<file path="src/eagc_cfg.svh">
// Offsets, field positions and reset values of the expander address and event control block.
`ifndef EAGC_CFG_SVH
`define EAGC_CFG_SVH

`define EAGC_ADDR_W 12
`define EAGC_DATA_W 32

`define EAGC_OFF_EXP_LOW 12'h434
`define EAGC_OFF_EXP_HIGH 12'h438
`define EAGC_OFF_EVT_CTL 12'h450
`define EAGC_OFF_IRQ_STATUS 12'h4E0
`define EAGC_OFF_IRQ_MASK 12'h4E4

`define EAGC_NUM_EXP 5
`define EAGC_EXP_LOW_COUNT 4
`define EAGC_EXP_ADDR_W 7
`define EAGC_EXP_ID_W 3
`define EAGC_EXP_FIELD_LSB 1
`define EAGC_EXP_FIELD_STRIDE 8
`define EAGC_EXP_ADDR_RST 7'h00

`define EAGC_NUM_PORTS 6
`define EAGC_POL_BIT 0
`define EAGC_REDIR_LSB 1
`define EAGC_POL_RST 1'b0
`define EAGC_REDIR_RST 6'h00
`define EAGC_PIN_RST 1'b1

`define EAGC_IRQ_W 6
`define EAGC_IRQ_LOCK_BIT 5
`define EAGC_IRQ_RST 6'h00

`define EAGC_RDATA_RST 32'h0000_0000

`endif

</file>
<file path="src/eagc_pkg.sv">
// Types shared by the expander address and event control block.
package eagc_pkg;

    typedef struct packed {
        logic [2:0] id;
        logic [6:0] addr;
    } eagc_exp_req_t;

    typedef struct packed {
        logic invert;
        logic [5:0] redirect;
    } eagc_evt_ctl_t;

    typedef enum logic [1:0] {
        EAGC_INIT_IDLE,
        EAGC_INIT_ISSUE,
        EAGC_INIT_WAIT
    } eagc_init_state_t;

endpackage

</file>
<file path="src/eagc_event_route.sv">
// Per-port event redirection and event output pin level generation.
`timescale 1ns/1ps
`include "eagc_cfg.svh"

module eagc_event_route #(
    parameter int NUM_PORTS = `EAGC_NUM_PORTS
) (
    input wire logic clk, // System clock.
    input wire logic reset_n, // Fundamental reset, asynchronous.
    input wire logic hot_clear, // Lesser reset, synchronous.
    input wire eagc_pkg::eagc_evt_ctl_t ctl, // Polarity and redirect enables.
    input wire logic [NUM_PORTS-1:0] port_event, // Event requests from ports 1 up.
    output logic [NUM_PORTS-1:0] notify_allow, // Standard notifications allowed.
    output logic [NUM_PORTS-1:0] event_status, // Port signalling an event.
    output logic pin_level // Event output level at the pin.
);

    logic [NUM_PORTS-1:0] status_next;
    logic [NUM_PORTS-1:0] status_reg;
    logic pin_reg;
    logic pin_next;

    genvar gi;
    generate
        for (gi = 0; gi < NUM_PORTS; gi++)
        begin : g_port
            // A redirected port loses its own notifications and raises the shared event.
            assign notify_allow[gi] = ~ctl.redirect[gi];
            // Status can only rise for a port whose redirect is enabled.
            assign status_next[gi] = ctl.redirect[gi] & port_event[gi];
        end
    endgenerate

    // Active low unless inverted.
    assign pin_next = ctl.invert ? (|status_next) : ~(|status_next);

    always_ff @(posedge clk or negedge reset_n)
    begin
        if (!reset_n)
        begin
            status_reg <= '0;
            pin_reg <= `EAGC_PIN_RST;
        end
        else if (hot_clear)
        begin
            status_reg <= '0;
            pin_reg <= ~ctl.invert;
        end
        else
        begin
            status_reg <= status_next;
            pin_reg <= pin_next;
        end
    end

    assign event_status = status_reg;
    assign pin_level = pin_reg;

endmodule

</file>
<file path="src/eagc_expander_init.sv">
// Sequencer that starts one expander initialization at a time.
`timescale 1ns/1ps
`include "eagc_cfg.svh"

module eagc_expander_init #(
    parameter int NUM_EXP = `EAGC_NUM_EXP
) (
    input wire logic clk, // System clock.
    input wire logic reset_n, // Fundamental reset, asynchronous.
    input wire logic hot_clear, // Lesser reset, synchronous.
    input wire logic [NUM_EXP-1:0] start, // Address field written, one per expander.
    input wire logic [NUM_EXP*`EAGC_EXP_ADDR_W-1:0] addr_flat, // Current addresses.
    input wire logic [`EAGC_EXP_ID_W-1:0] selected, // Expander chosen by select.
    input wire logic init_done, // Engine finished the request.
    output logic init_req, // Request pulse to the engine.
    output eagc_pkg::eagc_exp_req_t req, // Expander number and address.
    output logic done_set, // Pulse that sets the done flag.
    output logic [NUM_EXP-1:0] finished // Pulse per expander on completion.
);

    eagc_pkg::eagc_init_state_t state_reg;
    eagc_pkg::eagc_init_state_t state_next;
    logic [NUM_EXP-1:0] pending_reg;
    logic [NUM_EXP-1:0] pending_next;
    logic [NUM_EXP-1:0] pick_onehot;
    logic [`EAGC_EXP_ID_W-1:0] pick_id;
    eagc_pkg::eagc_exp_req_t req_reg;
    eagc_pkg::eagc_exp_req_t req_next;
    logic issue;
    logic complete;

    function automatic logic [`EAGC_EXP_ID_W-1:0] lowest_id(input logic [NUM_EXP-1:0] v);
        logic [`EAGC_EXP_ID_W-1:0] r;
        r = '0;
        for (int k = NUM_EXP - 1; k >= 0; k--)
        begin
            if (v[k])
            begin
                r = `EAGC_EXP_ID_W'(k);
            end
        end
        return r;
    endfunction

    assign pick_id = lowest_id(pending_reg);
    assign pick_onehot = NUM_EXP'(1) << pick_id;
    assign issue = (state_reg == eagc_pkg::EAGC_INIT_ISSUE);
    assign complete = (state_reg == eagc_pkg::EAGC_INIT_WAIT) && init_done;
    // A new write in the issue cycle keeps the expander pending, so it is run again.
    assign pending_next = (pending_reg & ~(issue ? pick_onehot : '0)) | start;
    assign req_next.id = issue ? pick_id : req_reg.id;
    assign req_next.addr = issue ? addr_flat[pick_id*`EAGC_EXP_ADDR_W +: `EAGC_EXP_ADDR_W]
                                 : req_reg.addr;

    always_comb
    begin
        state_next = state_reg;
        case (state_reg)
            eagc_pkg::EAGC_INIT_IDLE:
            begin
                if (|pending_reg)
                begin
                    state_next = eagc_pkg::EAGC_INIT_ISSUE;
                end
            end
            eagc_pkg::EAGC_INIT_ISSUE:
            begin
                state_next = eagc_pkg::EAGC_INIT_WAIT;
            end
            eagc_pkg::EAGC_INIT_WAIT:
            begin
                if (init_done)
                begin
                    state_next = eagc_pkg::EAGC_INIT_IDLE;
                end
            end
            default:
            begin
                state_next = eagc_pkg::EAGC_INIT_IDLE;
            end
        endcase
    end

    always_ff @(posedge clk or negedge reset_n)
    begin
        if (!reset_n)
        begin
            state_reg <= eagc_pkg::EAGC_INIT_IDLE;
            pending_reg <= '0;
            req_reg <= '0;
        end
        else if (hot_clear)
        begin
            state_reg <= eagc_pkg::EAGC_INIT_IDLE;
            pending_reg <= '0;
            req_reg <= req_reg;
        end
        else
        begin
            state_reg <= state_next;
            pending_reg <= pending_next;
            req_reg <= req_next;
        end
    end

    assign init_req = (state_reg == eagc_pkg::EAGC_INIT_WAIT) && (state_next != state_reg)
                      ? 1'b0 : (state_reg == eagc_pkg::EAGC_INIT_ISSUE);
    assign req = req_next;
    // Done is flagged only for the expander currently selected.
    assign done_set = complete && (req_reg.id == selected);
    assign finished = complete ? (NUM_EXP'(1) << req_reg.id) : '0;

endmodule

</file>
<file path="src/eagc_regs.sv">
// Expander address and port event control register bank.
//
// Decided for this implementation: the plain strobed port.
`timescale 1ns/1ps
`include "eagc_cfg.svh"


module eagc_regs #(
    parameter int NUM_EXP = `EAGC_NUM_EXP,
    parameter int NUM_PORTS = `EAGC_NUM_PORTS
) (
    input wire logic CLK_SYS, // System clock, 100 MHz.
    input wire logic RESET_N, // Fundamental reset, asynchronous, active low.
    input wire logic HOT_RESET, // Lesser reset, synchronous, active high.
    input wire logic [`EAGC_ADDR_W-1:0] REG_ADDR, // Register byte address.
    input wire logic [`EAGC_DATA_W-1:0] REG_WDATA, // Register write data.
    input wire logic REG_WR, // Write strobe.
    input wire logic REG_RD, // Read strobe.
    output logic [`EAGC_DATA_W-1:0] REG_RDATA, // Read data, one cycle after the strobe.
    input wire logic REG_LOCK, // Register lock condition.
    input wire logic [NUM_PORTS-1:0] PORT_EVENT, // Hot-plug and PME events, ports 1 up.
    output logic [NUM_PORTS-1:0] PORT_NOTIFY_EN, // Standard notifications allowed.
    output logic [NUM_PORTS-1:0] PORT_EVENT_STATUS, // Port is signalling an event.
    input wire logic GPIO7_ALT_EN, // Pin 7 set to its alternate function.
    input wire logic GPIO7_GP_DATA, // Pin 7 data from the general purpose logic.
    input wire logic GPIO7_GP_OE, // Pin 7 enable from the general purpose logic.
    output logic GPIO7_OUT, // Pin 7 output level.
    output logic GPIO7_OE, // Pin 7 output enable.
    output logic EXP_INIT_REQ, // Start an expander initialization.
    output logic [`EAGC_EXP_ID_W-1:0] EXP_INIT_ID, // Expander to initialize.
    output logic [`EAGC_EXP_ADDR_W-1:0] EXP_INIT_ADDR, // Bus address to use.
    input wire logic EXP_INIT_DONE, // Initialization finished.
    input wire logic [`EAGC_EXP_ID_W-1:0] EXP_SELECT, // Expander select field.
    output logic EXP_DONE_SET, // Set the expander done flag.
    output logic IRQ // Level interrupt.
);

    logic [`EAGC_EXP_ADDR_W-1:0] exp_addr_reg [NUM_EXP];
    logic [`EAGC_EXP_ADDR_W-1:0] exp_addr_next [NUM_EXP];
    logic [NUM_EXP*`EAGC_EXP_ADDR_W-1:0] exp_addr_flat;
    logic [NUM_EXP-1:0] exp_start;
    eagc_pkg::eagc_evt_ctl_t evt_ctl_reg;
    eagc_pkg::eagc_evt_ctl_t evt_ctl_next;
    logic [`EAGC_IRQ_W-1:0] irq_status_reg;
    logic [`EAGC_IRQ_W-1:0] irq_status_next;
    logic [`EAGC_IRQ_W-1:0] irq_mask_reg;
    logic [`EAGC_IRQ_W-1:0] irq_mask_next;
    logic [`EAGC_IRQ_W-1:0] irq_events;
    logic [`EAGC_DATA_W-1:0] rdata_reg;
    logic [`EAGC_DATA_W-1:0] rdata_next;
    logic [`EAGC_DATA_W-1:0] exp_low_word;
    logic [`EAGC_DATA_W-1:0] exp_high_word;
    logic [`EAGC_DATA_W-1:0] evt_ctl_word;
    logic [NUM_EXP-1:0] exp_finished;
    logic pin_level;
    logic gpio_out_reg;
    logic gpio_out_next;
    logic sel_exp_low;
    logic sel_exp_high;
    logic sel_evt_ctl;
    logic sel_irq_status;
    logic sel_irq_mask;
    logic wr_exp_low;
    logic wr_exp_high;
    logic wr_evt_ctl;
    logic wr_irq_mask;
    logic rd_irq_status;
    logic locked_write;
    eagc_pkg::eagc_exp_req_t init_req_bus;

    function automatic logic hit(input logic [`EAGC_ADDR_W-1:0] a,
                                 input logic [`EAGC_ADDR_W-1:0] off);
        return a == off;
    endfunction

    function automatic logic [`EAGC_EXP_ADDR_W-1:0] field_of(input logic [`EAGC_DATA_W-1:0] w,
                                                             input int slot);
        return w[`EAGC_EXP_FIELD_LSB + slot*`EAGC_EXP_FIELD_STRIDE +: `EAGC_EXP_ADDR_W];
    endfunction

    // Address decode.
    assign sel_exp_low = hit(REG_ADDR, `EAGC_OFF_EXP_LOW);
    assign sel_exp_high = hit(REG_ADDR, `EAGC_OFF_EXP_HIGH);
    assign sel_evt_ctl = hit(REG_ADDR, `EAGC_OFF_EVT_CTL);
    assign sel_irq_status = hit(REG_ADDR, `EAGC_OFF_IRQ_STATUS);
    assign sel_irq_mask = hit(REG_ADDR, `EAGC_OFF_IRQ_MASK);

    // Locked writes to the address registers are dropped and only reported.
    assign wr_exp_low = REG_WR && sel_exp_low && !REG_LOCK;
    assign wr_exp_high = REG_WR && sel_exp_high && !REG_LOCK;
    assign locked_write = REG_WR && (sel_exp_low || sel_exp_high) && REG_LOCK;
    assign wr_evt_ctl = REG_WR && sel_evt_ctl;
    assign wr_irq_mask = REG_WR && sel_irq_mask;
    assign rd_irq_status = REG_RD && sel_irq_status;

    // Expander address fields, four in the low word and one in the high word.
    genvar gi;
    generate
        for (gi = 0; gi < NUM_EXP; gi++)
        begin : g_exp
            if (gi < `EAGC_EXP_LOW_COUNT)
            begin : g_low
                assign exp_start[gi] = wr_exp_low;
                assign exp_addr_next[gi] = wr_exp_low ? field_of(REG_WDATA, gi)
                                                      : exp_addr_reg[gi];
            end
            else
            begin : g_high
                assign exp_start[gi] = wr_exp_high;
                assign exp_addr_next[gi] = wr_exp_high
                    ? field_of(REG_WDATA, gi - `EAGC_EXP_LOW_COUNT)
                    : exp_addr_reg[gi];
            end
            assign exp_addr_flat[gi*`EAGC_EXP_ADDR_W +: `EAGC_EXP_ADDR_W] = exp_addr_reg[gi];

            // Sticky: only the fundamental reset clears the address.
            always_ff @(posedge CLK_SYS or negedge RESET_N)
            begin
                if (!RESET_N)
                begin
                    exp_addr_reg[gi] <= `EAGC_EXP_ADDR_RST;
                end
                else
                begin
                    exp_addr_reg[gi] <= exp_addr_next[gi];
                end
            end
        end
    endgenerate

    // Read views with the reserved bits at zero.
    always_comb
    begin
        exp_low_word = '0;
        exp_high_word = '0;
        for (int k = 0; k < NUM_EXP; k++)
        begin
            if (k < `EAGC_EXP_LOW_COUNT)
            begin
                exp_low_word[`EAGC_EXP_FIELD_LSB + k*`EAGC_EXP_FIELD_STRIDE +: `EAGC_EXP_ADDR_W]
                    = exp_addr_reg[k];
            end
            else
            begin
                exp_high_word[`EAGC_EXP_FIELD_LSB
                              + (k - `EAGC_EXP_LOW_COUNT)*`EAGC_EXP_FIELD_STRIDE
                              +: `EAGC_EXP_ADDR_W] = exp_addr_reg[k];
            end
        end
    end

    // Event control: polarity in bit 0, redirects for ports 1 to 6 above it.
    assign evt_ctl_next.invert = wr_evt_ctl ? REG_WDATA[`EAGC_POL_BIT] : evt_ctl_reg.invert;
    assign evt_ctl_next.redirect = wr_evt_ctl ? REG_WDATA[`EAGC_REDIR_LSB +: NUM_PORTS]
                                              : evt_ctl_reg.redirect;
    assign evt_ctl_word = {{(`EAGC_DATA_W - NUM_PORTS - 1){1'b0}},
                           evt_ctl_reg.redirect, evt_ctl_reg.invert};

    always_ff @(posedge CLK_SYS or negedge RESET_N)
    begin
        if (!RESET_N)
        begin
            evt_ctl_reg.invert <= `EAGC_POL_RST;
            evt_ctl_reg.redirect <= `EAGC_REDIR_RST;
        end
        else
        begin
            evt_ctl_reg <= evt_ctl_next;
        end
    end

    eagc_event_route #(
        .NUM_PORTS(NUM_PORTS)
    ) u_route (
        .clk(CLK_SYS),
        .reset_n(RESET_N),
        .hot_clear(HOT_RESET),
        .ctl(evt_ctl_reg),
        .port_event(PORT_EVENT),
        .notify_allow(PORT_NOTIFY_EN),
        .event_status(PORT_EVENT_STATUS),
        .pin_level(pin_level)
    );

    eagc_expander_init #(
        .NUM_EXP(NUM_EXP)
    ) u_init (
        .clk(CLK_SYS),
        .reset_n(RESET_N),
        .hot_clear(HOT_RESET),
        .start(exp_start),
        .addr_flat(exp_addr_flat),
        .selected(EXP_SELECT),
        .init_done(EXP_INIT_DONE),
        .init_req(EXP_INIT_REQ),
        .req(init_req_bus),
        .done_set(EXP_DONE_SET),
        .finished(exp_finished)
    );

    assign EXP_INIT_ID = init_req_bus.id;
    assign EXP_INIT_ADDR = init_req_bus.addr;

    // Pin 7 carries the event output when its alternate function is chosen.
    assign gpio_out_next = GPIO7_ALT_EN ? pin_level : GPIO7_GP_DATA;
    assign GPIO7_OE = GPIO7_ALT_EN | GPIO7_GP_OE;

    always_ff @(posedge CLK_SYS or negedge RESET_N)
    begin
        if (!RESET_N)
        begin
            gpio_out_reg <= `EAGC_PIN_RST;
        end
        else
        begin
            gpio_out_reg <= gpio_out_next;
        end
    end

    assign GPIO7_OUT = gpio_out_reg;

    // Interrupt status: expander completions and rejected locked writes.
    // A new event in the cycle of the clearing read is kept.
    assign irq_events = {locked_write, exp_finished};
    assign irq_status_next = (rd_irq_status ? '0 : irq_status_reg) | irq_events;
    assign irq_mask_next = wr_irq_mask ? REG_WDATA[`EAGC_IRQ_W-1:0] : irq_mask_reg;

    always_ff @(posedge CLK_SYS or negedge RESET_N)
    begin
        if (!RESET_N)
        begin
            irq_status_reg <= `EAGC_IRQ_RST;
            irq_mask_reg <= `EAGC_IRQ_RST;
        end
        else if (HOT_RESET)
        begin
            irq_status_reg <= `EAGC_IRQ_RST;
            irq_mask_reg <= `EAGC_IRQ_RST;
        end
        else
        begin
            irq_status_reg <= irq_status_next;
            irq_mask_reg <= irq_mask_next;
        end
    end

    assign IRQ = |(irq_status_reg & irq_mask_reg);

    // Read data mux; unmapped addresses read zero.
    assign rdata_next = !REG_RD ? `EAGC_RDATA_RST
        : sel_exp_low ? exp_low_word
        : sel_exp_high ? exp_high_word
        : sel_evt_ctl ? evt_ctl_word
        : sel_irq_status ? {{(`EAGC_DATA_W - `EAGC_IRQ_W){1'b0}}, irq_status_reg}
        : sel_irq_mask ? {{(`EAGC_DATA_W - `EAGC_IRQ_W){1'b0}}, irq_mask_reg}
        : `EAGC_RDATA_RST;

    always_ff @(posedge CLK_SYS or negedge RESET_N)
    begin
        if (!RESET_N)
        begin
            rdata_reg <= `EAGC_RDATA_RST;
        end
        else
        begin
            rdata_reg <= rdata_next;
        end
    end

    assign REG_RDATA = rdata_reg;

endmodule

</file>
<file path="config.mk">
export PLATFORM = sky130hd
export DESIGN_NAME = eagc_regs
export DESIGN_NICKNAME = d
export VERILOG_FILES = /design/src/eagc_pkg.sv /design/src/eagc_event_route.sv /design/src/eagc_expander_init.sv /design/src/eagc_regs.sv
export VERILOG_INCLUDE_DIRS = /design/src
export SDC_FILE = /design/constraint.sdc
export NUM_CORES = 1
export LEC_CHECK = 0
export BUFFER_PORTS_ARGS = -buffer_cell sky130_fd_sc_hd__clkbuf_2
export CAP_MARGIN = 40
export CORE_MARGIN = 10
export CORE_UTILIZATION = 48
export CTS_CLUSTER_SIZE = 14
export DETAILED_ROUTE_END_ITERATION = 7
export PLACE_DENSITY = 0.76
export SETUP_SLACK_MARGIN = 0.05
export SLEW_MARGIN = 0
export SYNTH_ARGS = -nofsm -noshare
export SYNTH_HDL_FRONTEND = slang
export SYNTH_SLANG_ARGS = --single-unit
</file>
<file path="constraint.sdc">
create_clock -name CLK_SYS -period 1.7 [get_ports CLK_SYS]
set_clock_uncertainty 0.05 [all_clocks]
set_input_delay 0.17 -clock CLK_SYS [delete_from_list [all_inputs] [get_ports CLK_SYS]]
set_output_delay 0.17 -clock CLK_SYS [all_outputs]
set_load 0.005 [all_outputs]
</file>
[Yosys cells after proc, flatten, opt, wreduce, memory -nomap -nowiden]
Index checks and enable logic that the tools add are counted.
Word-level totals
  bits in registers: 111
  input port bits: 63
  output and inout port bits: 59
  logic and storage cells: 98
Operators by class
  multipliers: 1
  bitwise logic cells: 20
  mux-type cells: 29
  reductions and logical operators: 19
  shifts and indexed selects: 3
  equality and inequality tests: 9
Operators with widths (number)
  $mux W32: 4
  $eq A12 B11 Y1 const B: 5
  $mux W6: 7
  $shiftx A35 B7 Y7: 1
  $mux W3: 6
  $mux W5: 3
  $logic_and A1 B1 Y1: 12
  $reduce_or A6 Y1: 2
  $shl A1 B3 Y5 const A: 2
  $not A1 Y1: 8
  $mux W7: 1
  $and A1 B1 Y1: 6
  $and A6 B6 Y6: 1
  $mul A3 B3 Y6 const B: 1
  $mux W2: 3
  $or A6 B6 Y6: 1
  $pmux W2 S3: 1
  $and A5 B5 Y5: 1
  $not A5 Y5: 1
  $or A5 B5 Y5: 1
  $reduce_or A5 Y1: 1
  $mux W1: 4
  $eq A3 B3 Y1: 1
  $eq A2 B1 Y1 const B: 1
  other kinds (7): 7

[Logic depth before layout (Yosys ltp)]
Gate-level depths: netlist of the first run.
  depth in word-level cells: 11
  depth in mapped cells: 6
  mapped depth without buffers: 5

[Hierarchy]
A second synthesis of the first run with hierarchy kept.
Second synthesis, totals
  cell total of the unflattened synthesis: 460
  area, all modules: 5157.4 um2
Modules (own cells, without submodules)
  eagc_regs: cells an instance 264, area an instance 3562.2 um2, seq. area each 2103.3 um2, instances 1
  eagc_expander_init: cells an instance 167, area an instance 1301.2 um2, seq. area each 425.4 um2, instances 1
  eagc_event_route: cells an instance 29, area an instance 294.0 um2, seq. area each 176.4 um2, instances 1

[Worst setup path before layout of the first run]
OpenSTA, ideal clock, no wires.
  path type: input port to flip-flop
  start point: in REG_ADDR[1]
  end point: reg exp_addr_reg (netlist bit exp_addr_flat[0])
  buffers on the path: 2
  setup time: 0.127 ns
  data required time: 1.523 ns
  arrival time: 1.747 ns
  slack: -0.224 ns
  stages: 6
  cell sequence: or4_4 -> nor3_4 -> and3_1 -> buf_6 -> buf_6 -> mux2_1
On the way
  word-level cells in the longest chain between the ends: 3
RTL lines
  from (decl): RTL line eagc_regs.sv:15  | input wire logic [`EAGC_ADDR_W-1:0] REG_ADDR,
  $eq A12 B11 Y1: RTL line eagc_regs.sv:73  | return a == off;
  $logic_and A1 B1 Y1 (2 in a row): RTL line eagc_regs.sv:89  | assign wr_exp_low = REG_WR && sel_exp_low && !REG_LOCK;
  to (signal, indexed assignment): RTL line eagc_regs.sv:121  | exp_addr_reg[gi] <= `EAGC_EXP_ADDR_RST;
  to (signal, indexed assignment): RTL line eagc_regs.sv:125  | exp_addr_reg[gi] <= exp_addr_next[gi];
  to (decl): RTL line eagc_regs.sv:38  | logic [`EAGC_EXP_ADDR_W-1:0] exp_addr_reg [NUM_EXP];
Every way passes these cells.
A chain may end at the register's enable or synchronous reset.

[Worst setup path in the final report of the first run]
  start point: reg u_init.pending_reg[2]
  end point: out EXP_INIT_ADDR[6]
On the way
  word-level cells in the longest chain between the ends: 6
RTL lines
  from (decl): RTL line eagc_expander_init.sv:23  | logic [NUM_EXP-1:0] pending_reg;
  from (signal assigned): RTL line eagc_expander_init.sv:101  | pending_reg <= pending_next;
  $mux W3 (3 in a row): RTL line eagc_expander_init.sv:37  | if (v[k])
  $mul A3 B3 Y6 (no line)
  $shiftx A35 B7 Y7: RTL line eagc_expander_init.sv:52  | assign req_next.addr = issue ? addr_flat[pick_id*`EAGC_EXP_ADDR_W +: `EAGC_EXP_ADDR_W]
  $mux W7: RTL line eagc_expander_init.sv:52
  to (decl): RTL line eagc_regs.sv:31  | output logic [`EAGC_EXP_ADDR_W-1:0] EXP_INIT_ADDR,
Every way passes these cells.

==> impl_metrics.env, run 1 <==
export IMPL_status="finished with violations"
export IMPL_violations="negative setup slack"
export IMPL_grt_max_degree=48
export IMPL_grt_pass1_vias=4632
export IMPL_post_route_util_pct=68.6
export IMPL_largest_reg_flops=35
export IMPL_nNetsFinal=702
export IMPL_max_vdd_ir_drop_mv=0.512
export IMPL_final_common_cell="clkbuf_2"
export IMPL_p_total_w=0.00467
export IMPL_postSynth_asyncResetShare_pct=100
export IMPL_worst_pin_slew_ns=0.640
export IMPL_required_ns=1.48
export IMPL_dp_hpwl_um=10400
export IMPL_row_count=37
export IMPL_min_from="REG_WDATA[6]"
export IMPL_clk_latency_ns=0.40
export IMPL_power_density_nw_per_um2=666
export IMPL_cts_tree="done"
export IMPL_cts_inserted_buffers=9
export IMPL_finalHoldViolations=0
export IMPL_rsz0062_at_grt="true"
export IMPL_area_delta_synth_final_pct=41.0
export IMPL_synth_avg_cell_area_um2=11.5
export IMPL_hold_path_class="in -> reg"
export IMPL_worstHoldPathCells=2
export IMPL_drt_iter0_drc=429
export IMPL_antenna_found_initial=0
export IMPL_gp_congestion=0.905
export IMPL_drv_cap=0
export IMPL_final_antenna_net_count=0
export IMPL_clk_pin_slew_ns=0.12
export IMPL_fillers=726
export IMPL_timing_rr_end="u_init.req_reg[1]$_DFFE_PN0N_"
export IMPL_synth_area_leader_cell="dfrtp_1"
export IMPL_synth_seq_cells=108
export IMPL_synthFlopType="dfrtp_1"
export IMPL_final_cell_mix="clkbuf_2, dfrtp_1, buf_4, mux2_2, dlygate4sd3_1"
export IMPL_grt_total_usage_pct=20.6
export IMPL_cts_num_sinks=108
export IMPL_h_tree_depth=3
export IMPL_crit_family="compound AO/OA/AOI/OAI gates"
export IMPL_crit_slowest_cell="dfrtp_2"
export IMPL_vias=4458
export IMPL_setup_viol=12
export IMPL_synth_edf_count=0
export IMPL_io_buffers=115
export IMPL_design_core_area_um2=10200
export IMPL_dr_pass1_iters=5
export IMPL_netlist_instances=432
export IMPL_start_kind="flop"
export IMPL_reg2reg_slack_ns=-0.05
export IMPL_ys_seq_area_share_pct=54.4
export IMPL_wl_per_cell_um=20.6
export IMPL_p_leak_nw=3.44
export IMPL_path_buf_inv=2
export IMPL_grt_pass1_wl_um=24400
export IMPL_ys_top_cells_by_area="dfrtp_1, mux2_2, mux2_1, and2_1, a22oi_1"
export IMPL_slew_headroom_pct=56.2
export IMPL_fmax_ghz=0.432
export IMPL_drv_slew=0
export IMPL_ctsLongestPathBuffers=2
export IMPL_synth_top_area_share_pct=53.3
export IMPL_synth_cell_types=53
export IMPL_cp_max_fo=5
export IMPL_design_area_um2=7010
export IMPL_synth_area_um2=4970
export IMPL_period_minus_slack_ns=2.32
export IMPL_die_w_um=122
export IMPL_layout_drive_gt1_share_pct=45.5
export IMPL_critPathKind="reg -> out"
export IMPL_io_pins=122
export IMPL_reg2reg_depth=7
export IMPL_drc=0
export IMPL_cp_arrival_ns=2.10
export IMPL_placed_cell_area_um2=6030
export IMPL_vias_per_cell=5.72
export IMPL_start_util_pct=48.6
export IMPL_cts_root_buf="clkbuf_8"
export IMPL_ys_warn_count=0
export IMPL_min_to="exp_addr_flat[5]$_DFFE_PN0P_"
export IMPL_die_area_um2=14800
export IMPL_r2r_start="u_init.pending_reg[3]$_DFF_PN0_"
export IMPL_fin_ws_ns=-0.617
export IMPL_overflow=0
export IMPL_die_y_um=122
export IMPL_fin_crit_sh_pct=136
export IMPL_crit_chain="buf_4 > nand3b_1 > a31oi_2 > a21oi_2 > o211ai_1 > buf_2"
export IMPL_end_kind="output port"
export IMPL_routed_wl_um=16100
export IMPL_critPathMaxStageDelay_ns=0.47
export IMPL_n_antenna_cell=0
-- Yosys cell counts, drive strengths merged (2+ instances only) --
cell and instances:
inv 12, nor2b 9, and2 25, a32o 3, a31oi 4, nand3b 10, nor2 22, o22ai 5
or3b 2, nand3 6, nor3 4, o21ai 14, o211ai 3, a31o 4, mux2i 6, dfstp 2
a21oi 15, a22oi 18, o2bb2ai 2, nand2b 5, nor4 5, clkbuf 15, a221oi 9, and3 4
nand4bb 2, or2 3, a2111oi 4, nor3b 4, mux2 52, a22o 2, a311oi 2, nand2 29
dfrtp 106, buf 9, xor2 3
-- worst reg2reg max path, cell delays in order (launching register included) --
cell,delay [ns]
dfrtp_2,0.46
buf_6,0.14
nor3b_2,0.16
buf_4,0.17
buf_6,0.12
a211oi_4,0.06
a22o_1,0.21
a221o_1,0.27
-- how the worst max path moves through the flow --
stage / start / to / slack [ns] / cells after the start
after floorplan: REG_ADDR[1] / exp_addr_flat[0]$_DFFE_PN0P_ / -0.22 / 6
after global placement: REG_ADDR[1] / exp_addr_flat[14]$_DFFE_PN0P_ / -0.23 / 6
after detailed placement: REG_ADDR[1] / exp_addr_flat[23]$_DFFE_PN0P_ / -0.26 / 6
after CTS: u_init.pending_reg[3]$_DFF_PN0_ / EXP_INIT_ADDR[6] / -0.50 / 5
after global routing: u_init.pending_reg[2]$_DFF_PN0_ / EXP_INIT_ADDR[6] / -0.63 / 6
final: u_init.pending_reg[2]$_DFF_PN0_ / EXP_INIT_ADDR[6] / -0.62 / 6
-- cell families after synthesis --
logic type	after synthesis	share of synthesized area (%)
simple gates	135	15.7
flops	108	54.4
compound gates	90	12.8
mux	58	13.0
buf+inv	36	3.45
xor+xnor	4	0.704
other cells	1	0.0754
-- what timing repair did --
action / CTS / global route
hold buffers: 31 / 0
hold endpoints to repair: 136 / 0
setup endpoints to repair: 16 / 19
pin swaps: 10 / 20
resized for setup: 44 / 43
buffers inserted: 17 / 11
cloned: 1 / 0
-- final cells by class --
type                    instances  area [µm²]  area share [%]
flip-flops and latches        108        2710            38.7
multi-input cells             290        2370            33.8
repair buffers                218        1520            21.7
well taps                     136         170            2.43
clock buffers                  10         138            1.96
clock inverters                 6        56.3           0.803
inverters                      12        45.0           0.642
-- where the power goes --
part           internal (W)  switching [W]  leakage (nW)  total, W
sequential          0.00259      0.0000211          1.49   0.00262
combinational      0.000233       0.000245          1.86  0.000479
clock              0.000602       0.000975        0.0965   0.00158
total               0.00343        0.00124          3.44   0.00467
-- layer usage --
layer / GRT usage, % / up-vias / wire length [µm]
met5: 0 / - / 0
met4: 8.27 / 0 / 571
met3: 3.89 / 49 / 928
met2: 34.8 / 209 / 8270
met1: 25.5 / 2218 / 6310
li1: - / 1982 / -
-- metrics by stage --
| step | hold WS, ns | setup TNS, ns | setup slack (ns) | instances |
|---|---|---|---|---|
| 3_5_place_dp | -0.0136 | -12.62 | -0.264 | 710 |
| 2_1_floorplan | -0.176 | -5.87 | -0.224 | 434 |
| 4_1_cts | 0.00342 | -3.26 | -0.498 | 774 |
| 5_1_grt | 0.0150 | -4.56 | -0.631 | 780 |
| 6_report | 0.0129 | -4.03 | -0.617 | 780 |
| 3_3_place_gp | -0.0190 | -10.27 | -0.227 | 710 |
Note: power is estimated with default switching activity, not from simulation.
==> run 2, diff against run 1 <==
ABC_CLOCK_PERIOD_IN_PS = 2200   (was unset)
CORE_UTILIZATION = 53   (was 48)
PLACE_DENSITY = 0.79   (was 0.76)
clock period = 2.2 ns   (was 1.7 ns; I/O delays follow)
==> run 2 against run 1 <==
Against the previous run:
- count of clock-buffer cells in the layout decreased by 1
- sequential power decreased by 23%
- clock power decreased by 27%
- via count decreased by 9.5%
- the flow still finishes with violations (negative setup slack)
- combinational power decreased by 46%
- critical path type unchanged
- non-clock buffer count decreased by 61
- largest cell class unchanged
- flip-flop and latch count unchanged
- design area decreased by 11%
- global-route usage decreased by 1.3 points
- final cell count decreased by 11%
==> impl_metrics.env, run 2 (synthesized netlist as in run 1, its figures left out) <==
export IMPL_grt_max_degree=46
export IMPL_area_delta_synth_final_pct=25.2
export IMPL_die_y_um=117
export IMPL_cp_num_cells=6
export IMPL_final_antenna_net_count=0
export IMPL_antenna_found_initial=0
export IMPL_ctsLongestPathBuffers=2
export IMPL_grt_pass1_vias=4089
export IMPL_power_density_nw_per_um2=553
export IMPL_path_buf_inv=2
export IMPL_cts_tree="done"
export IMPL_worstHoldPathCells=2
export IMPL_drv_cap=0
export IMPL_multi_input_area_um2=2180
export IMPL_post_route_util_pct=67.7
export IMPL_critPathKind="reg -> out"
export IMPL_final_common_cell="clkbuf_2"
export IMPL_drt_iter0_drc=286
export IMPL_clk_latency_ns=0.38
export IMPL_clk_pin_slew_ns=0.11
export IMPL_dp_cells=655
export IMPL_use_met3_pct=3.16
export IMPL_cp_max_fo=5
export IMPL_overflow=0
export IMPL_crit_slowest_cell="dfrtp_1"
export IMPL_p_leak_nw=3.12
export IMPL_drv_slew=0
export IMPL_routed_wl_um=13500
export IMPL_p_sw_share_pct=25.9
export IMPL_crit_chain="nor3b_1 > buf_4 > and3_1 > a22oi_1 > o21ai_0 > clkbuf_2"
export IMPL_die_area_um2=13700
export IMPL_hold_path_class="in -> reg"
export IMPL_io_pins=122
export IMPL_row_count=35
export IMPL_max_vdd_ir_drop_mv=0.304
export IMPL_violations="negative setup slack"
export IMPL_power_frac_comb_pct=7.6
export IMPL_gr_usage_met1_pct=25.0
export IMPL_cts_num_sinks=108
export IMPL_gp_congestion=0.883
export IMPL_slew_headroom_pct=47.8
export IMPL_crit_family="simple AND/OR/NAND/NOR gates"
export IMPL_register_area_um2=2710
export IMPL_vias=4035
export IMPL_p_seq_share_pct=59.0
export IMPL_finalSetupTns_ns=-0.0607
export IMPL_design_core_area_um2=9200
export IMPL_final_cell_count_no_fill=694
export IMPL_critPathMaxStageDelay_ns=0.44
export IMPL_worst_pin_slew_ns=0.764
export IMPL_fillers=715
export IMPL_rsz0062_at_grt="true"
export IMPL_cts_root_buf="clkbuf_8"
export IMPL_fin_crit_sh_pct=101
export IMPL_fin_ws_ns=-0.0254
export IMPL_h_tree_depth=3
export IMPL_layout_drive_gt1_share_pct=38.4
export IMPL_start_kind="flop"
export IMPL_drc=0
export IMPL_start_util_pct=54.1
export IMPL_grt_total_usage_pct=19.3
export IMPL_largest_reg_flops=35
export IMPL_wl_per_cell_um=19.4
export IMPL_status="finished with violations"
export IMPL_cp_arrival_ns=1.96
export IMPL_setup_viol=5
export IMPL_top_usage_layer="met2"
export IMPL_fmax_ghz=0.449
export IMPL_power_frac_clock_pct=33.4
export IMPL_end_kind="output port"
export IMPL_die_w_um=117
export IMPL_switchingPower_w=0.000893
export IMPL_cts_inserted_buffers=9
export IMPL_grt_pass1_wl_um=20800
export IMPL_period_minus_slack_ns=2.23
export IMPL_n_antenna_cell=0
export IMPL_final_cell_mix="clkbuf_2, dfrtp_1, mux2_2, nand2_1"
export IMPL_reg2reg_depth=4
export IMPL_finalHoldViolations=0
export IMPL_dr_pass1_iters=5
export IMPL_io_buffers=115
export IMPL_nNetsFinal=641
export IMPL_required_ns=1.93
export IMPL_use_met2_pct=32.0
export IMPL_p_int_w=0.00255
export IMPL_vias_per_cell=5.81
export IMPL_dp_hpwl_um=9680
-- run 2: cell types whose count changed in the layout (fill, tap and decap cells not counted), moves of 8 or more --
cell	change
o21ai_0	+8
dlygate4sd3_1	-20
buf_4	-31
buf_6	-10
-- run 2: path summary, 6_finish.rpt --
path	from	endpoint	slack [ns]
worst min-delay path	REG_WDATA[31]	exp_addr_flat[27]$_DFFE_PN0P_	0.007
min in group asynchronous	RESET_N	REG_RDATA[17]$_DFF_PN0_	0.34
worst max register to register	u_init.state_reg[1]$_DFF_PN0_	u_init.req_reg[1]$_DFFE_PN0N_	0.29
worst max-delay path	u_init.pending_reg[2]$_DFF_PN0_	EXP_INIT_ADDR[4]	-0.03
max in group asynchronous	RESET_N	exp_addr_flat[24]$_DFFE_PN0P_	1.02
worst min register to register	u_init.state_reg[1]$_DFF_PN0_	u_init.state_reg[0]$_DFF_PN0_	0.46
-- run 2: what timing repair did --
item,CTS,global route
hold buffers,11,0
pin swaps,2,3
gates resized for setup,9,16
endpoints found under the hold margin,51,0
endpoints found under the setup margin,7,7
setup buffers,4,8
-- run 2: worst reg2reg max path, delay by kind of cell (launching register included) --
kind / cells / cell delay, ns
AND/OR/NAND/NOR: 1 / 0.62
AO/OA/AOI/OAI: 3 / 0.77
flip-flops: 1 / 0.42
-- run 2: cell type report --
cell class / count / share of cell area [%]
clock inverters: 7 / 0.924
repair buffers: 157 / 15.6
inverters: 12 / 0.723
flip-flops and latches: 108 / 43.5
multi-input cells: 290 / 35.0
clock buffers: 9 / 1.99
well taps: 111 / 2.23
-- run 2: routing by layer --
metal | vias to the layer above | wire length [µm]
li1 | 1857 | -
met1 | 1995 | 5630
met2 | 148 | 6760
met3 | 35 | 722
met4 | 0 | 359
met5 | - | 0
-- run 2: per-stage QoR --
stage	hold slack [ns]	total power, W	area (µm²)	setup WS [ns]
finish	0.00725	0.00344	6230	-0.0254
global route	0.000120	0.00358	6230	-0.0941
global placement	0.199	0.00231	5740	0.182
floorplan	-0.126	0.00217	4980	0.226
detailed placement	0.207	0.00232	5740	0.162
CTS	0.00000941	0.00346	6090	0.0343
-- run 2: power by group through the flow --
stage               clock network, W  registers [W]  logic [W]
floorplan                          0        0.00206   0.000109
global placement                   0        0.00207   0.000240
detailed placement                 0        0.00207   0.000247
CTS                          0.00116        0.00203   0.000265
global route                 0.00125        0.00204   0.000295
finish                       0.00115        0.00203   0.000261
==> run 3, diff against run 2 <==
ABC_CLOCK_PERIOD_IN_PS = 2700   (was 2200)
CAP_MARGIN = unset   (was 40)
CORE_UTILIZATION = 57   (was 53)
PLACE_DENSITY = 0.84   (was 0.79)
clock period = 2.7 ns   (was 2.2 ns; I/O delays follow)
==> run 3 against run 2 <==
Against the previous run:
- the flow now finishes without violations
- worst setup slack better by 0.23 ns
- global-route usage grew 0.38 points
- wire length shrank 6.2%
- flip-flop and latch count did not move
- critical path type unchanged
- combinational power fell by 24%
- highest routed layer unchanged
- sequential share of layout area grew 2.7 points
- sequential power down 18%
- clock power decreased by 16%
- count of clock-buffer cells in the layout up 2
- critical endpoint is now EXP_INIT_ADDR[0]
- die area shrank 5.8%
==> impl_metrics.env, run 3 (synthesized netlist as in run 1, its figures left out) <==
export IMPL_antenna_found_initial=0
export IMPL_fillers=615
export IMPL_finalSetupTns_ns=0
export IMPL_vias_per_cell=5.98
export IMPL_required_ns=2.38
export IMPL_overflow=0
export IMPL_die_y_um=113
export IMPL_placed_cell_area_um2=5650
export IMPL_cts_inserted_buffers=9
export IMPL_final_cell_mix="clkbuf_2, dfrtp_1, mux2_2, nand2_1, and2_1"
export IMPL_largest_reg_flops=35
export IMPL_drc=0
export IMPL_clk_latency_ns=0.37
export IMPL_cts_root_buf="clkbuf_8"
export IMPL_final_cell_count_no_fill=659
export IMPL_nNetsFinal=609
export IMPL_h_tree_depth=3
export IMPL_drt_iter0_drc=472
export IMPL_row_count=34
export IMPL_drv_cap=0
export IMPL_clk_pin_slew_ns=0.11
export IMPL_cts_num_sinks=108
export IMPL_wl_per_cell_um=19.2
export IMPL_finalHoldViolations=0
export IMPL_cp_arrival_ns=2.17
export IMPL_design_core_area_um2=8590
export IMPL_grt_pass1_vias=4191
export IMPL_start_kind="flop"
export IMPL_critPathKind="reg -> out"
export IMPL_crit_slowest_cell="dfrtp_2"
export IMPL_crit_chain="or2_2 > a311oi_1 > a21oi_1 > o211ai_1 > clkbuf_2"
export IMPL_design_area_um2=5860
export IMPL_max_vdd_ir_drop_mv=0.305
export IMPL_grt_max_degree=66
export IMPL_final_common_cell="clkbuf_2"
export IMPL_p_leak_nw=2.92
export IMPL_io_pins=122
export IMPL_die_w_um=113
export IMPL_dp_hpwl_um=9440
export IMPL_fin_crit_sh_pct=92.2
export IMPL_dr_pass1_iters=6
export IMPL_status="completed"
export IMPL_io_buffers=115
export IMPL_end_kind="output port"
export IMPL_rsz0062_at_grt="false"
export IMPL_n_antenna_cell=0
export IMPL_grt_pass1_wl_um=20800
export IMPL_grt_total_usage_pct=19.7
export IMPL_dp_cells=642
export IMPL_reg2reg_slack_ns=0.79
export IMPL_hold_path_class="in -> reg"
export IMPL_critPathMaxStageDelay_ns=0.54
export IMPL_fmax_ghz=0.402
export IMPL_worst_pin_slew_ns=0.636
export IMPL_drv_slew=0
export IMPL_die_area_um2=12900
export IMPL_worst_hold_slack_ns=0.0612
export IMPL_routed_wl_um=12600
export IMPL_vias=3938
export IMPL_setup_viol=0
export IMPL_period_minus_slack_ns=2.49
export IMPL_power_density_nw_per_um2=481
export IMPL_final_antenna_net_count=0
export IMPL_ctsLongestPathBuffers=2
export IMPL_slew_headroom_pct=57.6
export IMPL_gp_congestion=0.952
export IMPL_area_delta_synth_final_pct=17.8
export IMPL_layout_drive_gt1_share_pct=34.3
export IMPL_start_util_pct=57.9
export IMPL_cts_tree="done"
export IMPL_cp_max_fo=15
-- run 3: changes by cell type in the layout (fill, tap and decap cells not counted), sizes merged --
cell,delta
inv,-1
dlygate4sd3,-10
clkinv,-2
clkbuf,+4
buf,-24
clkinvlp,+1
-- run 3: worst paths after layout --
kind                       depth (start not counted)                            start                         endpoint
min reg2reg                                        1       evt_ctl_reg[6]$_DFFE_PN0P_      u_route.pin_level$_DFF_PN1_
max                                                5  u_init.pending_reg[3]$_DFF_PN0_                 EXP_INIT_ADDR[0]
max in group asynchronous                          3                          RESET_N              GPIO7_OUT$_DFF_PN1_
min in group asynchronous                          2                          RESET_N  u_init.pending_reg[1]$_DFF_PN0_
min                                                2                    REG_WDATA[22]    exp_addr_flat[19]$_DFFE_PN0P_
max reg2reg                                        4    u_init.state_reg[1]$_DFF_PN0_    u_init.req_reg[1]$_DFFE_PN0N_
-- run 3: repair_timing --
| item | 4_1_cts | 5_1_grt |
|---|---|---|
| resized for setup | 0 | 3 |
| setup buffers | 0 | 0 |
| endpoints found under the hold margin | 43 | 0 |
| hold buffers | 1 | 0 |
| endpoints found under the setup margin | 0 | 8 |
-- run 3: layer usage --
layer  wire length [µm]  GRT usage (%)
met1               5070           24.7
met2               6500           33.3
met4                218           6.09
met5                  0              0
met3                844           4.25
-- run 3: per-stage QoR --
stage	utilization [%]	setup slack, ns	power, W
2_1_floorplan	-	0.676	0.00177
3_3_place_gp	65.7	0.504	0.00188
3_5_place_dp	65.7	0.474	0.00189
4_1_cts	68.1	0.122	0.00284
5_1_grt	68.2	0.0758	0.00293
6_report	68.2	0.209	0.00282
-- run 3: layout make-up --
type | count | area [µm²] | share of cell area, %
Sequential cell | 108 | 2710 | 46.2
Multi-Input combinational cell | 290 | 2110 | 36.0
Timing Repair Buffer | 125 | 668 | 11.4
Clock buffer | 11 | 151 | 2.58
Tap cell | 108 | 135 | 2.31
Inverter | 12 | 45.0 | 0.768
Clock inverter | 5 | 43.8 | 0.747
-- run 3: critical path: cells and delay by family (launching register included) --
kind,cells,cell delay [ns]
AO/OA/AOI/OAI,3,0.71
buffers and inverters,1,0.16
flip-flops,1,0.54
AND/OR/NAND/NOR,1,0.39
-- run 3: power by group --
group | switching [W] | internal, W | total, W
Clock | 0.000567 | 0.000398 | 0.000965
Sequential | 0.0000237 | 0.00163 | 0.00166
Combinational | 0.000114 | 0.0000834 | 0.000198
Total | 0.000705 | 0.00211 | 0.00282
